===== config.mk =====
export PLATFORM = sky130hd
export DESIGN_NAME = ssmc_top
export DESIGN_NICKNAME = d
export VERILOG_FILES = /design/src/inc/ssmc_pkg.sv /design/src/inc/ssmc_spi_if.sv /design/src/hdl/ssmc_spi_shifter.sv /design/src/hdl/ssmc_top.sv
export VERILOG_INCLUDE_DIRS = /design/src /design/src/inc
export SDC_FILE = /design/constraint.sdc
export NUM_CORES = 1
export LEC_CHECK = 0
export BUFFER_PORTS_ARGS = -buffer_cell sky130_fd_sc_hd__buf_2
export CAP_MARGIN = 20
export CELL_PAD_IN_SITES_DETAIL_PLACEMENT = 1
export CELL_PAD_IN_SITES_GLOBAL_PLACEMENT = 2
export CORE_ASPECT_RATIO = 0.9
export CORE_UTILIZATION = 35
export DETAILED_ROUTE_END_ITERATION = 8
export GPL_TIMING_DRIVEN = 0
export PLACE_DENSITY_LB_ADDON = 0.08
export SETUP_SLACK_MARGIN = 0.2
export SLEW_MARGIN = 30
export SYNTH_ARGS = -nofsm -noshare
export SYNTH_HDL_FRONTEND = slang
export SYNTH_HIERARCHICAL = 1
export SYNTH_SLANG_ARGS = --single-unit

===== constraint.sdc =====
create_clock -name i_sys_clk -period 3.3 [get_ports i_sys_clk]
set_clock_uncertainty 0.15 [all_clocks]
set_input_delay 0.165 -clock i_sys_clk [delete_from_list [all_inputs] [get_ports i_sys_clk]]
set_output_delay 0.165 -clock i_sys_clk [all_outputs]
set_load 0.05 [all_outputs]

===== src/inc/ssmc_defines.svh =====
// constants of the serial switch mode controller
//
// Operation
// - fault flag pin pulled low while any fault is present, released otherwise.
// - reset pin low clears configuration and fault registers; sleep may follow.
// - watchdog timer starts on the low-to-high edge of the wake pin or the reset pin.
// - chip select high ignores clock and data; serial output driven only when selected.
// - chip select rise commits the received word to the addressed register.
// - chip select fall loads current status into the transmit shifter.
// - input sampled on clock fall; next output bit shifted on clock rise.
// - every transfer is sixteen bits, most significant first, both directions.
// - a five-bit address field selects the target register.
// - word out is first sixteen status bits; word in is newest command.
// - status word reports outputs, configuration and key input levels.
// - watchdog timeout applies fail-safe pattern chosen by fail-safe select level.
// - fail-safe select grounded disables watchdog and fail-safe operation.
// - exactly four modes: sleep, normal, fault and fail-safe.
// - wake and reset both low means sleep with all outputs off, except in fail-safe.
// - power-up is sleep with every configurable setting zero.
// - reset high, no fault, no timeout gives normal with fault flag high.
// - fault mode drives fault flag low and keeps faulted outputs off.
// - fail-safe left only by joint wake/reset fall or grounded select.
// - host toggles keepalive bit in time, else device enters fail-safe.
// - status bit 2 reads one while in fail-safe.
`ifndef SSMC_DEFINES_SVH
`define SSMC_DEFINES_SVH

`define SSMC_WORD_W          16
`define SSMC_KEEPALIVE_BIT   15
`define SSMC_ADDR_MSB        12
`define SSMC_ADDR_LSB        8
`define SSMC_ADDR_OUT_CTRL   5'h01
`define SSMC_ADDR_WD_CFG     5'h02

`define SSMC_FSI_GROUNDED    2'h0
`define SSMC_FSI_ALL_OFF     2'h1
`define SSMC_FSI_OUT0        2'h2
`define SSMC_FSI_OPEN        2'h3
`define SSMC_PAT_ALL_OFF     4'h0
`define SSMC_PAT_OUT0        4'h1
`define SSMC_PAT_OUT0_OUT2   4'h5

`define SSMC_WD_SEL_BASE     2'h0
`define SSMC_WD_SEL_HALF     2'h1
`define SSMC_WD_SEL_QUAD     2'h2
`define SSMC_WD_SEL_DOUBLE   2'h3

`define SSMC_ST_FAILSAFE_BIT 2

`define SSMC_CLK_KHZ         125000
`define SSMC_WDTO0_MS        558
`define SSMC_WDTO0_CYC       (`SSMC_WDTO0_MS * `SSMC_CLK_KHZ)

`endif


===== src/inc/ssmc_pkg.sv =====
// types of the serial switch mode controller
package ssmc_pkg;

    typedef enum logic [1:0] {
        SSMC_SLEEP    = 2'b00,
        SSMC_NORMAL   = 2'b01,
        SSMC_FAULT    = 2'b10,
        SSMC_FAILSAFE = 2'b11
    } ssmc_mode_e;

    typedef struct packed {
        logic [1:0]  cs_s;
        logic [1:0]  sclk_s;
        logic [1:0]  si_s;
        logic        cs_d;
        logic        sclk_d;
        logic [15:0] rx;
        logic [15:0] tx;
        logic        so;
        logic        so_oe;
        logic        cs_rise;
        logic        cs_fall;
    } ssmc_shift_s;

    typedef struct packed {
        logic [1:0]  wake_s;
        logic [1:0]  rstp_s;
        logic [3:0]  fsi_s0;
        logic [1:0]  fsi_s1;
        logic [3:0]  flt_s0;
        logic [3:0]  flt_s1;
        logic        wake_d;
        logic        rstp_d;
        ssmc_mode_e  mode;
        logic [3:0]  out_cmd;
        logic [1:0]  wd_sel;
        logic [3:0]  fault_lat;
        logic [31:0] wd_cnt;
        logic        wd_run;
        logic        last_ka;
        logic        wd_exp;
        logic [3:0]  power_out;
        logic        fault_oe;
    } ssmc_ctrl_s;

endpackage : ssmc_pkg


===== src/inc/ssmc_spi_if.sv =====
// link between the serial shifter and the mode controller
`timescale 1ns/1ps
interface ssmc_spi_if;
    logic        cs_rise;
    logic        cs_fall;
    logic [15:0] rx_word;
    logic [15:0] tx_word;
    logic        so;
    logic        so_oe;

    modport shifter (
        output cs_rise,
        output cs_fall,
        output rx_word,
        output so,
        output so_oe,
        input  tx_word
    );

    modport ctrl (
        input  cs_rise,
        input  cs_fall,
        input  rx_word,
        input  so,
        input  so_oe,
        output tx_word
    );
endinterface : ssmc_spi_if


===== src/hdl/ssmc_spi_shifter.sv =====
// serial slave shifter sampled by the system clock
`timescale 1ns/1ps
`include "ssmc_defines.svh"
module ssmc_spi_shifter (
    input  wire logic      i_sys_clk,
    input  wire logic      i_rst_n,
    input  wire logic      i_ce,
    input  wire logic      i_cs_n,
    input  wire logic      i_sclk,
    input  wire logic      i_si,
    ssmc_spi_if.shifter    bus
);

    ssmc_pkg::ssmc_shift_s r_reg;
    ssmc_pkg::ssmc_shift_s r_next;

    logic cs_n;
    logic sclk;
    logic sclk_rise;
    logic sclk_fall;

    ////////////////////////////////////////////////////////////////////////////
    always_comb begin
        r_next         = r_reg;
        r_next.cs_s    = {r_reg.cs_s[0], i_cs_n};
        r_next.sclk_s  = {r_reg.sclk_s[0], i_sclk};
        r_next.si_s    = {r_reg.si_s[0], i_si};
        cs_n           = r_reg.cs_s[1];
        sclk           = r_reg.sclk_s[1];
        r_next.cs_d    = cs_n;
        r_next.sclk_d  = sclk;
        sclk_rise      = sclk & ~r_reg.sclk_d;
        sclk_fall      = ~sclk & r_reg.sclk_d;
        r_next.cs_rise = cs_n & ~r_reg.cs_d;
        r_next.cs_fall = ~cs_n & r_reg.cs_d;
        if (cs_n) begin
            r_next.so_oe = 1'b0;
            r_next.so    = 1'b0;
        end else if (r_reg.cs_d) begin
            r_next.so_oe = 1'b1;
            r_next.tx    = bus.tx_word;
            r_next.so    = bus.tx_word[`SSMC_WORD_W-1];
        end else begin
            if (sclk_rise) begin
                r_next.tx = {r_reg.tx[`SSMC_WORD_W-2:0], 1'b0};
                r_next.so = r_reg.tx[`SSMC_WORD_W-2];
            end
            if (sclk_fall) begin
                r_next.rx = {r_reg.rx[`SSMC_WORD_W-2:0], r_reg.si_s[1]};
            end
        end
    end

    always_ff @(posedge i_sys_clk) begin
        if (!i_rst_n) begin
            r_reg <= '0;
        end else if (i_ce) begin
            r_reg <= r_next;
        end
    end

    assign bus.cs_rise = r_reg.cs_rise;
    assign bus.cs_fall = r_reg.cs_fall;
    assign bus.rx_word = r_reg.rx;
    assign bus.so      = r_reg.so;
    assign bus.so_oe   = r_reg.so_oe;

endmodule : ssmc_spi_shifter


===== src/hdl/ssmc_top.sv =====
// mode controller with serial command port for a four-output power switch
`timescale 1ns/1ps
`include "ssmc_defines.svh"
module ssmc_top #(
    parameter logic [31:0] WD_BASE_CYC = 32'(`SSMC_WDTO0_CYC)
) (
    input  wire logic       i_sys_clk,
    input  wire logic       i_rst_n,
    input  wire logic       i_ce,
    input  wire logic       i_cs_n,
    input  wire logic       i_sclk,
    input  wire logic       i_si,
    input  wire logic       i_wake,
    input  wire logic       i_reset_pin_n,
    input  wire logic [1:0] i_failsafe_select_input,
    input  wire logic [3:0] i_fault_cond,
    output logic            o_so,
    output logic            o_so_oe,
    output logic            o_fault_flag_n_o,
    output logic            o_fault_flag_n_oe,
    output logic [3:0]      o_power_output,
    output logic [1:0]      o_mode,
    output logic            o_watchdog_expired
);

    ////////////////////////////////////////////////////////////////////////////
    // serial shifter

    ssmc_spi_if bus ();

    ssmc_spi_shifter u_shifter (
        .i_sys_clk (i_sys_clk),
        .i_rst_n   (i_rst_n),
        .i_ce      (i_ce),
        .i_cs_n    (i_cs_n),
        .i_sclk    (i_sclk),
        .i_si      (i_si),
        .bus       (bus.shifter)
    );

    ////////////////////////////////////////////////////////////////////////////
    // state

    ssmc_pkg::ssmc_ctrl_s r_reg;
    ssmc_pkg::ssmc_ctrl_s r_next;

    logic        wake;
    logic        rstp;
    logic [1:0]  failsafe_select_input;
    logic [3:0]  fault_now;
    logic        fsi_gnd;
    logic        rst_rise;
    logic        wake_rise;
    logic        both_fall;
    logic [4:0]  cmd_addr;
    logic [7:0]  cmd_data;
    logic        cmd_ka;
    logic [31:0] wd_limit;
    logic [3:0]  fs_pattern;

    ////////////////////////////////////////////////////////////////////////////
    // mode selection outside fail-safe

    function automatic ssmc_pkg::ssmc_mode_e pick_mode(
        input logic       f_wake,
        input logic       f_rstp,
        input logic       f_exp,
        input logic [3:0] f_fault
    );
        ssmc_pkg::ssmc_mode_e m;
        if (!f_wake && !f_rstp) begin
            m = ssmc_pkg::SSMC_SLEEP;
        end else if (f_exp) begin
            m = ssmc_pkg::SSMC_FAILSAFE;
        end else if (|f_fault) begin
            m = ssmc_pkg::SSMC_FAULT;
        end else begin
            m = ssmc_pkg::SSMC_NORMAL;
        end
        return m;
    endfunction : pick_mode

    ////////////////////////////////////////////////////////////////////////////
    // status word

    always_comb begin
        bus.tx_word = {
            r_reg.fault_lat,
            r_reg.power_out,
            r_reg.fsi_s1,
            r_reg.wake_s[1],
            r_reg.rstp_s[1],
            r_reg.wd_run,
            (r_reg.mode == ssmc_pkg::SSMC_FAILSAFE),
            r_reg.wd_sel
        };
    end

    ////////////////////////////////////////////////////////////////////////////
    // watchdog period

    always_comb begin
        unique case (r_reg.wd_sel)
            `SSMC_WD_SEL_BASE:   wd_limit = WD_BASE_CYC;
            `SSMC_WD_SEL_HALF:   wd_limit = {1'b0, WD_BASE_CYC[31:1]};
            `SSMC_WD_SEL_QUAD:   wd_limit = {WD_BASE_CYC[29:0], 2'b00};
            `SSMC_WD_SEL_DOUBLE: wd_limit = {WD_BASE_CYC[30:0], 1'b0};
        endcase
    end

    ////////////////////////////////////////////////////////////////////////////
    // fail-safe output pattern

    always_comb begin
        unique case (r_reg.fsi_s1)
            `SSMC_FSI_GROUNDED: fs_pattern = `SSMC_PAT_ALL_OFF;
            `SSMC_FSI_ALL_OFF:  fs_pattern = `SSMC_PAT_ALL_OFF;
            `SSMC_FSI_OUT0:     fs_pattern = `SSMC_PAT_OUT0;
            `SSMC_FSI_OPEN:     fs_pattern = `SSMC_PAT_OUT0_OUT2;
        endcase
    end

    ////////////////////////////////////////////////////////////////////////////
    // next state

    always_comb begin
        r_next = r_reg;

        // pin synchronisers
        r_next.wake_s = {r_reg.wake_s[0], i_wake};
        r_next.rstp_s = {r_reg.rstp_s[0], i_reset_pin_n};
        r_next.fsi_s0 = {r_reg.fsi_s0[1:0], i_failsafe_select_input};
        r_next.fsi_s1 = r_reg.fsi_s0[3:2];
        r_next.flt_s0 = i_fault_cond;
        r_next.flt_s1 = r_reg.flt_s0;

        wake      = r_reg.wake_s[1];
        rstp      = r_reg.rstp_s[1];
        failsafe_select_input       = r_reg.fsi_s1;
        fault_now = r_reg.flt_s1;
        fsi_gnd   = (failsafe_select_input == `SSMC_FSI_GROUNDED);
        rst_rise  = rstp & ~r_reg.rstp_d;
        wake_rise = wake & ~r_reg.wake_d;
        both_fall = r_reg.wake_d & r_reg.rstp_d & ~wake & ~rstp;
        r_next.wake_d = wake;
        r_next.rstp_d = rstp;

        cmd_addr = bus.rx_word[`SSMC_ADDR_MSB:`SSMC_ADDR_LSB];
        cmd_data = bus.rx_word[7:0];
        cmd_ka   = bus.rx_word[`SSMC_KEEPALIVE_BIT];

        // command commit
        if (bus.cs_rise) begin
            unique case (cmd_addr)
                `SSMC_ADDR_OUT_CTRL: r_next.out_cmd = cmd_data[3:0];
                `SSMC_ADDR_WD_CFG:   r_next.wd_sel  = cmd_data[1:0];
                default: ;
            endcase
        end

        // fault latch, cleared by the transfer that reported it; a new fault wins
        if (bus.cs_fall) begin
            r_next.fault_lat = fault_now;
        end else begin
            r_next.fault_lat = r_reg.fault_lat | fault_now;
        end

        // watchdog
        if (fsi_gnd) begin
            r_next.wd_run = 1'b0;
            r_next.wd_cnt = '0;
            r_next.wd_exp = 1'b0;
        end else if (rst_rise || wake_rise) begin
            r_next.wd_run = 1'b1;
            r_next.wd_cnt = '0;
        end else if (bus.cs_rise && (cmd_ka != r_reg.last_ka)) begin
            r_next.wd_cnt = '0;
        end else if (r_reg.wd_run && r_reg.mode != ssmc_pkg::SSMC_SLEEP) begin
            if (r_reg.wd_cnt >= wd_limit - 32'h00000001) begin
                r_next.wd_exp = 1'b1;
                r_next.wd_run = 1'b0;
            end else begin
                r_next.wd_cnt = r_reg.wd_cnt + 32'h00000001;
            end
        end
        if (bus.cs_rise) begin
            r_next.last_ka = cmd_ka;
        end

        // reset pin low clears configuration and faults
        if (!rstp) begin
            r_next.out_cmd   = '0;
            r_next.wd_sel    = '0;
            r_next.fault_lat = fault_now;
        end

        // operating mode
        unique case (r_reg.mode)
            ssmc_pkg::SSMC_FAILSAFE: begin
                if (both_fall) begin
                    r_next.mode   = ssmc_pkg::SSMC_SLEEP;
                    r_next.wd_exp = 1'b0;
                end else if (fsi_gnd) begin
                    r_next.mode = pick_mode(wake, rstp, 1'b0, fault_now);
                end
            end
            ssmc_pkg::SSMC_SLEEP,
            ssmc_pkg::SSMC_NORMAL,
            ssmc_pkg::SSMC_FAULT: begin
                r_next.mode = pick_mode(wake, rstp, r_next.wd_exp, fault_now);
            end
        endcase

        // power outputs
        unique case (r_next.mode)
            ssmc_pkg::SSMC_SLEEP:    r_next.power_out = '0;
            ssmc_pkg::SSMC_FAILSAFE: r_next.power_out = fs_pattern;
            ssmc_pkg::SSMC_NORMAL,
            ssmc_pkg::SSMC_FAULT: begin
                r_next.power_out = r_next.out_cmd & ~r_next.fault_lat & ~fault_now;
            end
        endcase

        r_next.fault_oe = |fault_now;
    end

    ////////////////////////////////////////////////////////////////////////////
    // registers; power-up lands in sleep with all settings zero

    always_ff @(posedge i_sys_clk) begin
        if (!i_rst_n) begin
            r_reg <= '0;
        end else if (i_ce) begin
            r_reg <= r_next;
        end
    end

    ////////////////////////////////////////////////////////////////////////////
    // outputs

    assign o_so               = bus.so;
    assign o_so_oe            = bus.so_oe;
    assign o_fault_flag_n_o   = 1'b0;
    assign o_fault_flag_n_oe  = r_reg.fault_oe;
    assign o_power_output     = r_reg.power_out;
    assign o_mode             = r_reg.mode;
    assign o_watchdog_expired = r_reg.wd_exp;

endmodule : ssmc_top


Word-level counts from Yosys, hierarchy flattened
Cells that the tools add are included.
- output and inout port bits: 11
- logic and storage cells: 135
- flip-flop bits (word level): 115
- $add $sub $neg: 2
- equal/unequal tests: 19
- bitwise logic cells: 22
- reduce and logical (&&, ||, !) cells: 29
- order comparisons: 1
- multiplexer cells: 33
- operators with widths (cell ; number):
    $pmux 32 s4 ; 1
    $mux 33 ; 3
    $mux 32 ; 2
    $add 32x1->32 const B ; 1
    $ge 32x32->1 ; 1
    $mux 16 ; 2
    $sub 32x1->32 const B ; 1
    $pmux 4 s3 ; 2
    $eq 2x2->1 const B ; 8
    $mux 2 ; 8
    $mux 1 ; 10
    $mux 10 ; 1
    $and 1x1->1 ; 9
    $reduce_and 3->1 ; 3
    $reduce_bool 3->1 ; 3
    $and 4x4->4 ; 2
    $eq 2x1->1 const B ; 4
    $logic_not 2->1 ; 4
    $mux 4 ; 2
    $not 1->1 ; 8
    $not 4->4 ; 2
    $reduce_and 4->1 ; 2
    $mux 6 ; 1
    $reduce_and 2->1 ; 3
    16 further kinds ; 23

Logic depth before layout (Yosys ltp)
- depth in word-level cells: 15
- depth in mapped cells: 17

Modules after synthesis
The synthesis kept the hierarchy.
- by module, submodules not included (module ; cells an instance ; area each (um^2) ; sequential area each (um^2) ; times used):
    ssmc_top ; 507 ; 4367.9 ; 1441.4 ; 1
    ssmc_spi_shifter ; 202 ; 1964.4 ; 860.8 ; 1

Worst setup path after synthesis
No wires, ideal clock.
- path type: register to register
- from: register r_reg, in the netlist bus.tx_word[1]
- to: register r_reg, in the netlist o_power_output[1]
- setup slack: -205 ps
- period minus slack after synthesis: 3505 ps
- data required time: 3085 ps
- buffers on the path: 0
- arrival time: 3290 ps
- stages on the path, launching flop included: 16
- cell sequence: dfxtp_1 -> inv_1 -> ha_1 -> inv_1 -> ha_1 -> or4b_2 -> nor4_2 -> nand3_1 -> a21oi_1 -> o31ai_1 -> and2_1 -> ha_1 -> nand4b_1 -> a2111oi_0 -> a21oi_1 -> nor2b_1
- word-level cells in the longest chain between the ends: 15
- RTL lines (element ; RTL line ; source):
    start: declaration ; ssmc_top.sv:44 ; ssmc_pkg::ssmc_ctrl_s r_reg;
    start signal: assignment ; ssmc_top.sv:234 ; r_reg <= r_next;
    $eq 2x2->1 (tied with other cells) ; ssmc_top.sv:103 ; unique case (r_reg.wd_sel)
    $pmux 32 s4 * ; ssmc_top.sv:103 ;
    $sub 32x1->32 * ; ssmc_top.sv:179 ; if (r_reg.wd_cnt >= wd_limit - 32'h00000001) begin
    $ge 32x32->1 * ; ssmc_top.sv:179 ;
    $mux 1 * ; ssmc_top.sv:179 ;
    $mux 1 * ; ssmc_top.sv:178 ; end else if (r_reg.wd_run && r_reg.mode != ssmc_pkg::SSMC_SLEEP) begin
    $mux 1 * ; ssmc_top.sv:176 ; end else if (bus.cs_rise && (cmd_ka != r_reg.last_ka)) begin
    $mux 1 * ; ssmc_top.sv:173 ; end else if (rst_rise || wake_rise) begin
    $mux 1 * ; ssmc_top.sv:169 ; if (fsi_gnd) begin
    $mux 2 * ; ssmc_top.sv:73 ; end else if (f_exp) begin
    $mux 2 * ; ssmc_top.sv:71 ; if (!f_wake && !f_rstp) begin
    $pmux 2 s2 * ; ssmc_top.sv:198 ; unique case (r_reg.mode)
    $eq 2x1->1 or $eq 2x2->1 (tied branches) ; ssmc_top.sv:215 ; unique case (r_next.mode)
    $reduce_or 2->1 ; ssmc_top.sv:215 ;
    $pmux 4 s3 * ; ssmc_top.sv:215 ;
Mark *: on every way between the ends. The rest lies on a longest branch, timed or not. The select of a mux whose other input is x is not followed.
A chain may end at the register's enable or synchronous reset.

Worst setup path after layout
- from: register r_reg, in the netlist bus.tx_word[0]
- to: register r_reg, in the netlist o_power_output[0]
The elaborated chain is that of the path after synthesis.

==> summary.md <==
| Metric | Value |
|---|---|
| Status | finished with violations |
| Failing checks | negative setup slack |
| Max FFs per register | 39 |
| TNS Setup | -0.1115 ns |
| Fraction of layout cells with a size suffix above 1 | between 20% and 30% |
| Hold Crit Depth | 4 |
| H-tree depth | 4 |
| Vias per cell | 5.281 |
| CP Max Fanout | 6 |
| DP HPWL | between 10000 and 15000 um |
| Final setup fails | 3 |
| Setup CP Type | reg -> reg |
| All-Layer GR Usage | around 22% |
| Worst vdd rail ir drop | ~360 uV |
| R2r setup slk | -0.09 ns |
| Synthesized area | ~0.0063 mm^2 |
| Initial Util | between 30% and 40% |
| Final WL | 19570 um |
| WP data arrival | 3.60 ns |
| Crit Reg-Reg Endpoint | o_power_output[0]$_SDFFE_PN0P_ |
| Most frequent cells in the layout | dfxtp_1 (113), nand2_1 (95), mux2i_1 (60) |
| Post-DRT Antenna Nets | 0 |
| Pwr dens | around 420 mW/mm^2 |
| Slew margin rel. | a little over two fifths |
| Net count, final | between 800 and 900 |
| Worst hold endpoint | r_reg[15]$_SDFFE_PN0P_ |
| Leak Pwr | 3.350 nW |
| Max incr delay on CP | between 0.4 and 0.5 ns |
| Critical Path End Type | flip-flop |
| CTS tree | done |
| Layout area overhead | 32.84% |
| Startpoint class of the critical path | flip-flop |
| Setup Slack @ Placement | -0.4625 ns |
| Worst EP required | 3.51 ns |
| Commonest non-fill, non-tap cell in the layout | dfxtp_1 |
| Die Y | about 130 um |
| I/O Buffers | 23 |
| Final hold vios | 0 |
| Worst-Skew Late Latency | approximately 0.42 ns |
| Slew of the pin with the lowest slew margin | 0.8574 ns |
| Fin area | 0.008352 mm^2 |
| Initial antenna violation count | 0 |
| CTS Root Cell | clkbuf_16 |
| Final Slew Violations | 0 |
| # clock sinks | about 120 |
| Row count | 46 |
| CP cell instances | inv_6, ha_4, o21bai_4, ha_4, nand4_1, nor4_4, nand3_1, a21oi_2, o31ai_2, and2_4, ha_4, nand4b_1, buf_6, a211o_1, o21ai_1, and2_1 |
| Post-route DRC | 0 |
| Largest net degree at the start of global routing | 17 |
| Synth warn | 6 |
| Ports | 25 |
| RSZ-0062 raised after global routing | yes |
| Setup ws final | -0.09224 ns |
| Fin crit period | between 3 and 4 ns |
| Tcrit/Tclk final | 102.8% |
| Syn_area_per_cell | between 8 and 9 um^2 |
| Worst hold path type | in -> reg |
| Die width | 143.3 um |
| R2r startpoint | bus.tx_word[0]$_SDFFE_PN0P_ |
| Post-layout util | between 40% and 50% |
| CTS max path bufs | 2 |
| Die area | around 0.019 mm^2 |
| Pre-antenna DRT Iters | 4 |
| CP max-delay cell | dfxtp_4 |
| Gpl congestion | roughly 0.83 |
| Max Cap Viol | 0 |
| Hold path startpoint | i_rst_n |
| Cells after synthesis | ~700 |
| Worst-path clk slew | 0.06 ns |
| Vias | 5534 |
| Iteration-0 DRC Markers | about 250 |
| Num CTS Buffers | 17 |
| Area of placed instances | a little under 0.007 mm^2 |
| F_max | between 200 and 300 MHz |
| Gr ovfl total | 0 |
| R2R depth | 16 |
| Core box area | approximately 0.018 mm^2 |
| First-pass GRT wire length | 31210 um |
| Diode count | 0 |
| CP dominant cell by count | ha_4 |
| Synth Net Count | between 700 and 800 |
| Vias in the first global route | about 5700 |
| Post-DR wirelength/cell | 18.67 um |
-- metal layers --
metal	GRT usage [%]	part of all wire, %	vias up
li1	-	-	2698
met5	0	0	-
met4	5.945	1.1	0
met3	3.806	2.2	18
met1	30.84	51	2771
met2	35.64	46	47
-- worst max-delay path by stage --
stage	start	to	depth (start not counted)
6_report	bus.tx_word[0]$_SDFFE_PN0P_	o_power_output[0]$_SDFFE_PN0P_	16
5_1_grt	bus.tx_word[0]$_SDFFE_PN0P_	o_power_output[0]$_SDFFE_PN0P_	16
4_1_cts	bus.tx_word[1]$_SDFFE_PN0P_	o_power_output[0]$_SDFFE_PN0P_	16
3_5_place_dp	bus.tx_word[0]$_SDFFE_PN0P_	o_power_output[0]$_SDFFE_PN0P_	15
3_3_place_gp	bus.tx_word[0]$_SDFFE_PN0P_	o_power_output[0]$_SDFFE_PN0P_	15
2_1_floorplan	bus.tx_word[1]$_SDFFE_PN0P_	o_power_output[0]$_SDFFE_PN0P_	15
-- power breakdown --
part           internal [mW]  leakage [nW]  switching (mW)
logic                 0.0841          2.13           0.132
registers               1.40         0.932          0.0159
clock network           1.08         0.285           0.760
total                   2.57          3.35           0.908
-- final cells by class --
cell class / instances / area [um^2]
clock buffer: 18 / 439.2
tap: 240 / 300.3
clock inverter: 14 / 145.1
inverter: 18 / 85.08
multi-input combinational: 517 / 4143
sequential: 115 / 2310
fill: 1981 / 9260
timing repair buffer: 73 / 586.8
buffer: 53 / 342.8
-- through the flow --
step	power (mW)	hold WS, ns	std cells
after global routing	3.596	0.1778	1048
after floorplan	1.570	0.1622	703
after detailed placement	1.636	0.2645	966
after global placement	1.630	0.2518	966
final	3.477	0.1686	1048
after CTS	3.510	0.1640	1040
-- worst max-delay path: cells and delay by family (launching register included) --
family	cells	cell delay [ns]
AND/OR/NAND/NOR	6	1.12
flip-flops	1	0.42
buffers and inverters	2	0.23
adder cells (fa/ha/maj)	3	0.68
AO/OA/AOI/OAI	5	0.76
-- repair_timing --
item | 4_1_cts | 5_1_grt
cloned | 1 | 0
endpoints found under the setup margin | 34 | 34
pin swaps | 32 | 32
resized for setup | 67 | 46
hold buffers | 11 | 0
hold endpoints to repair | 11 | 0
setup buffers | 30 | 8
Power figures use the tool's default switching activity.
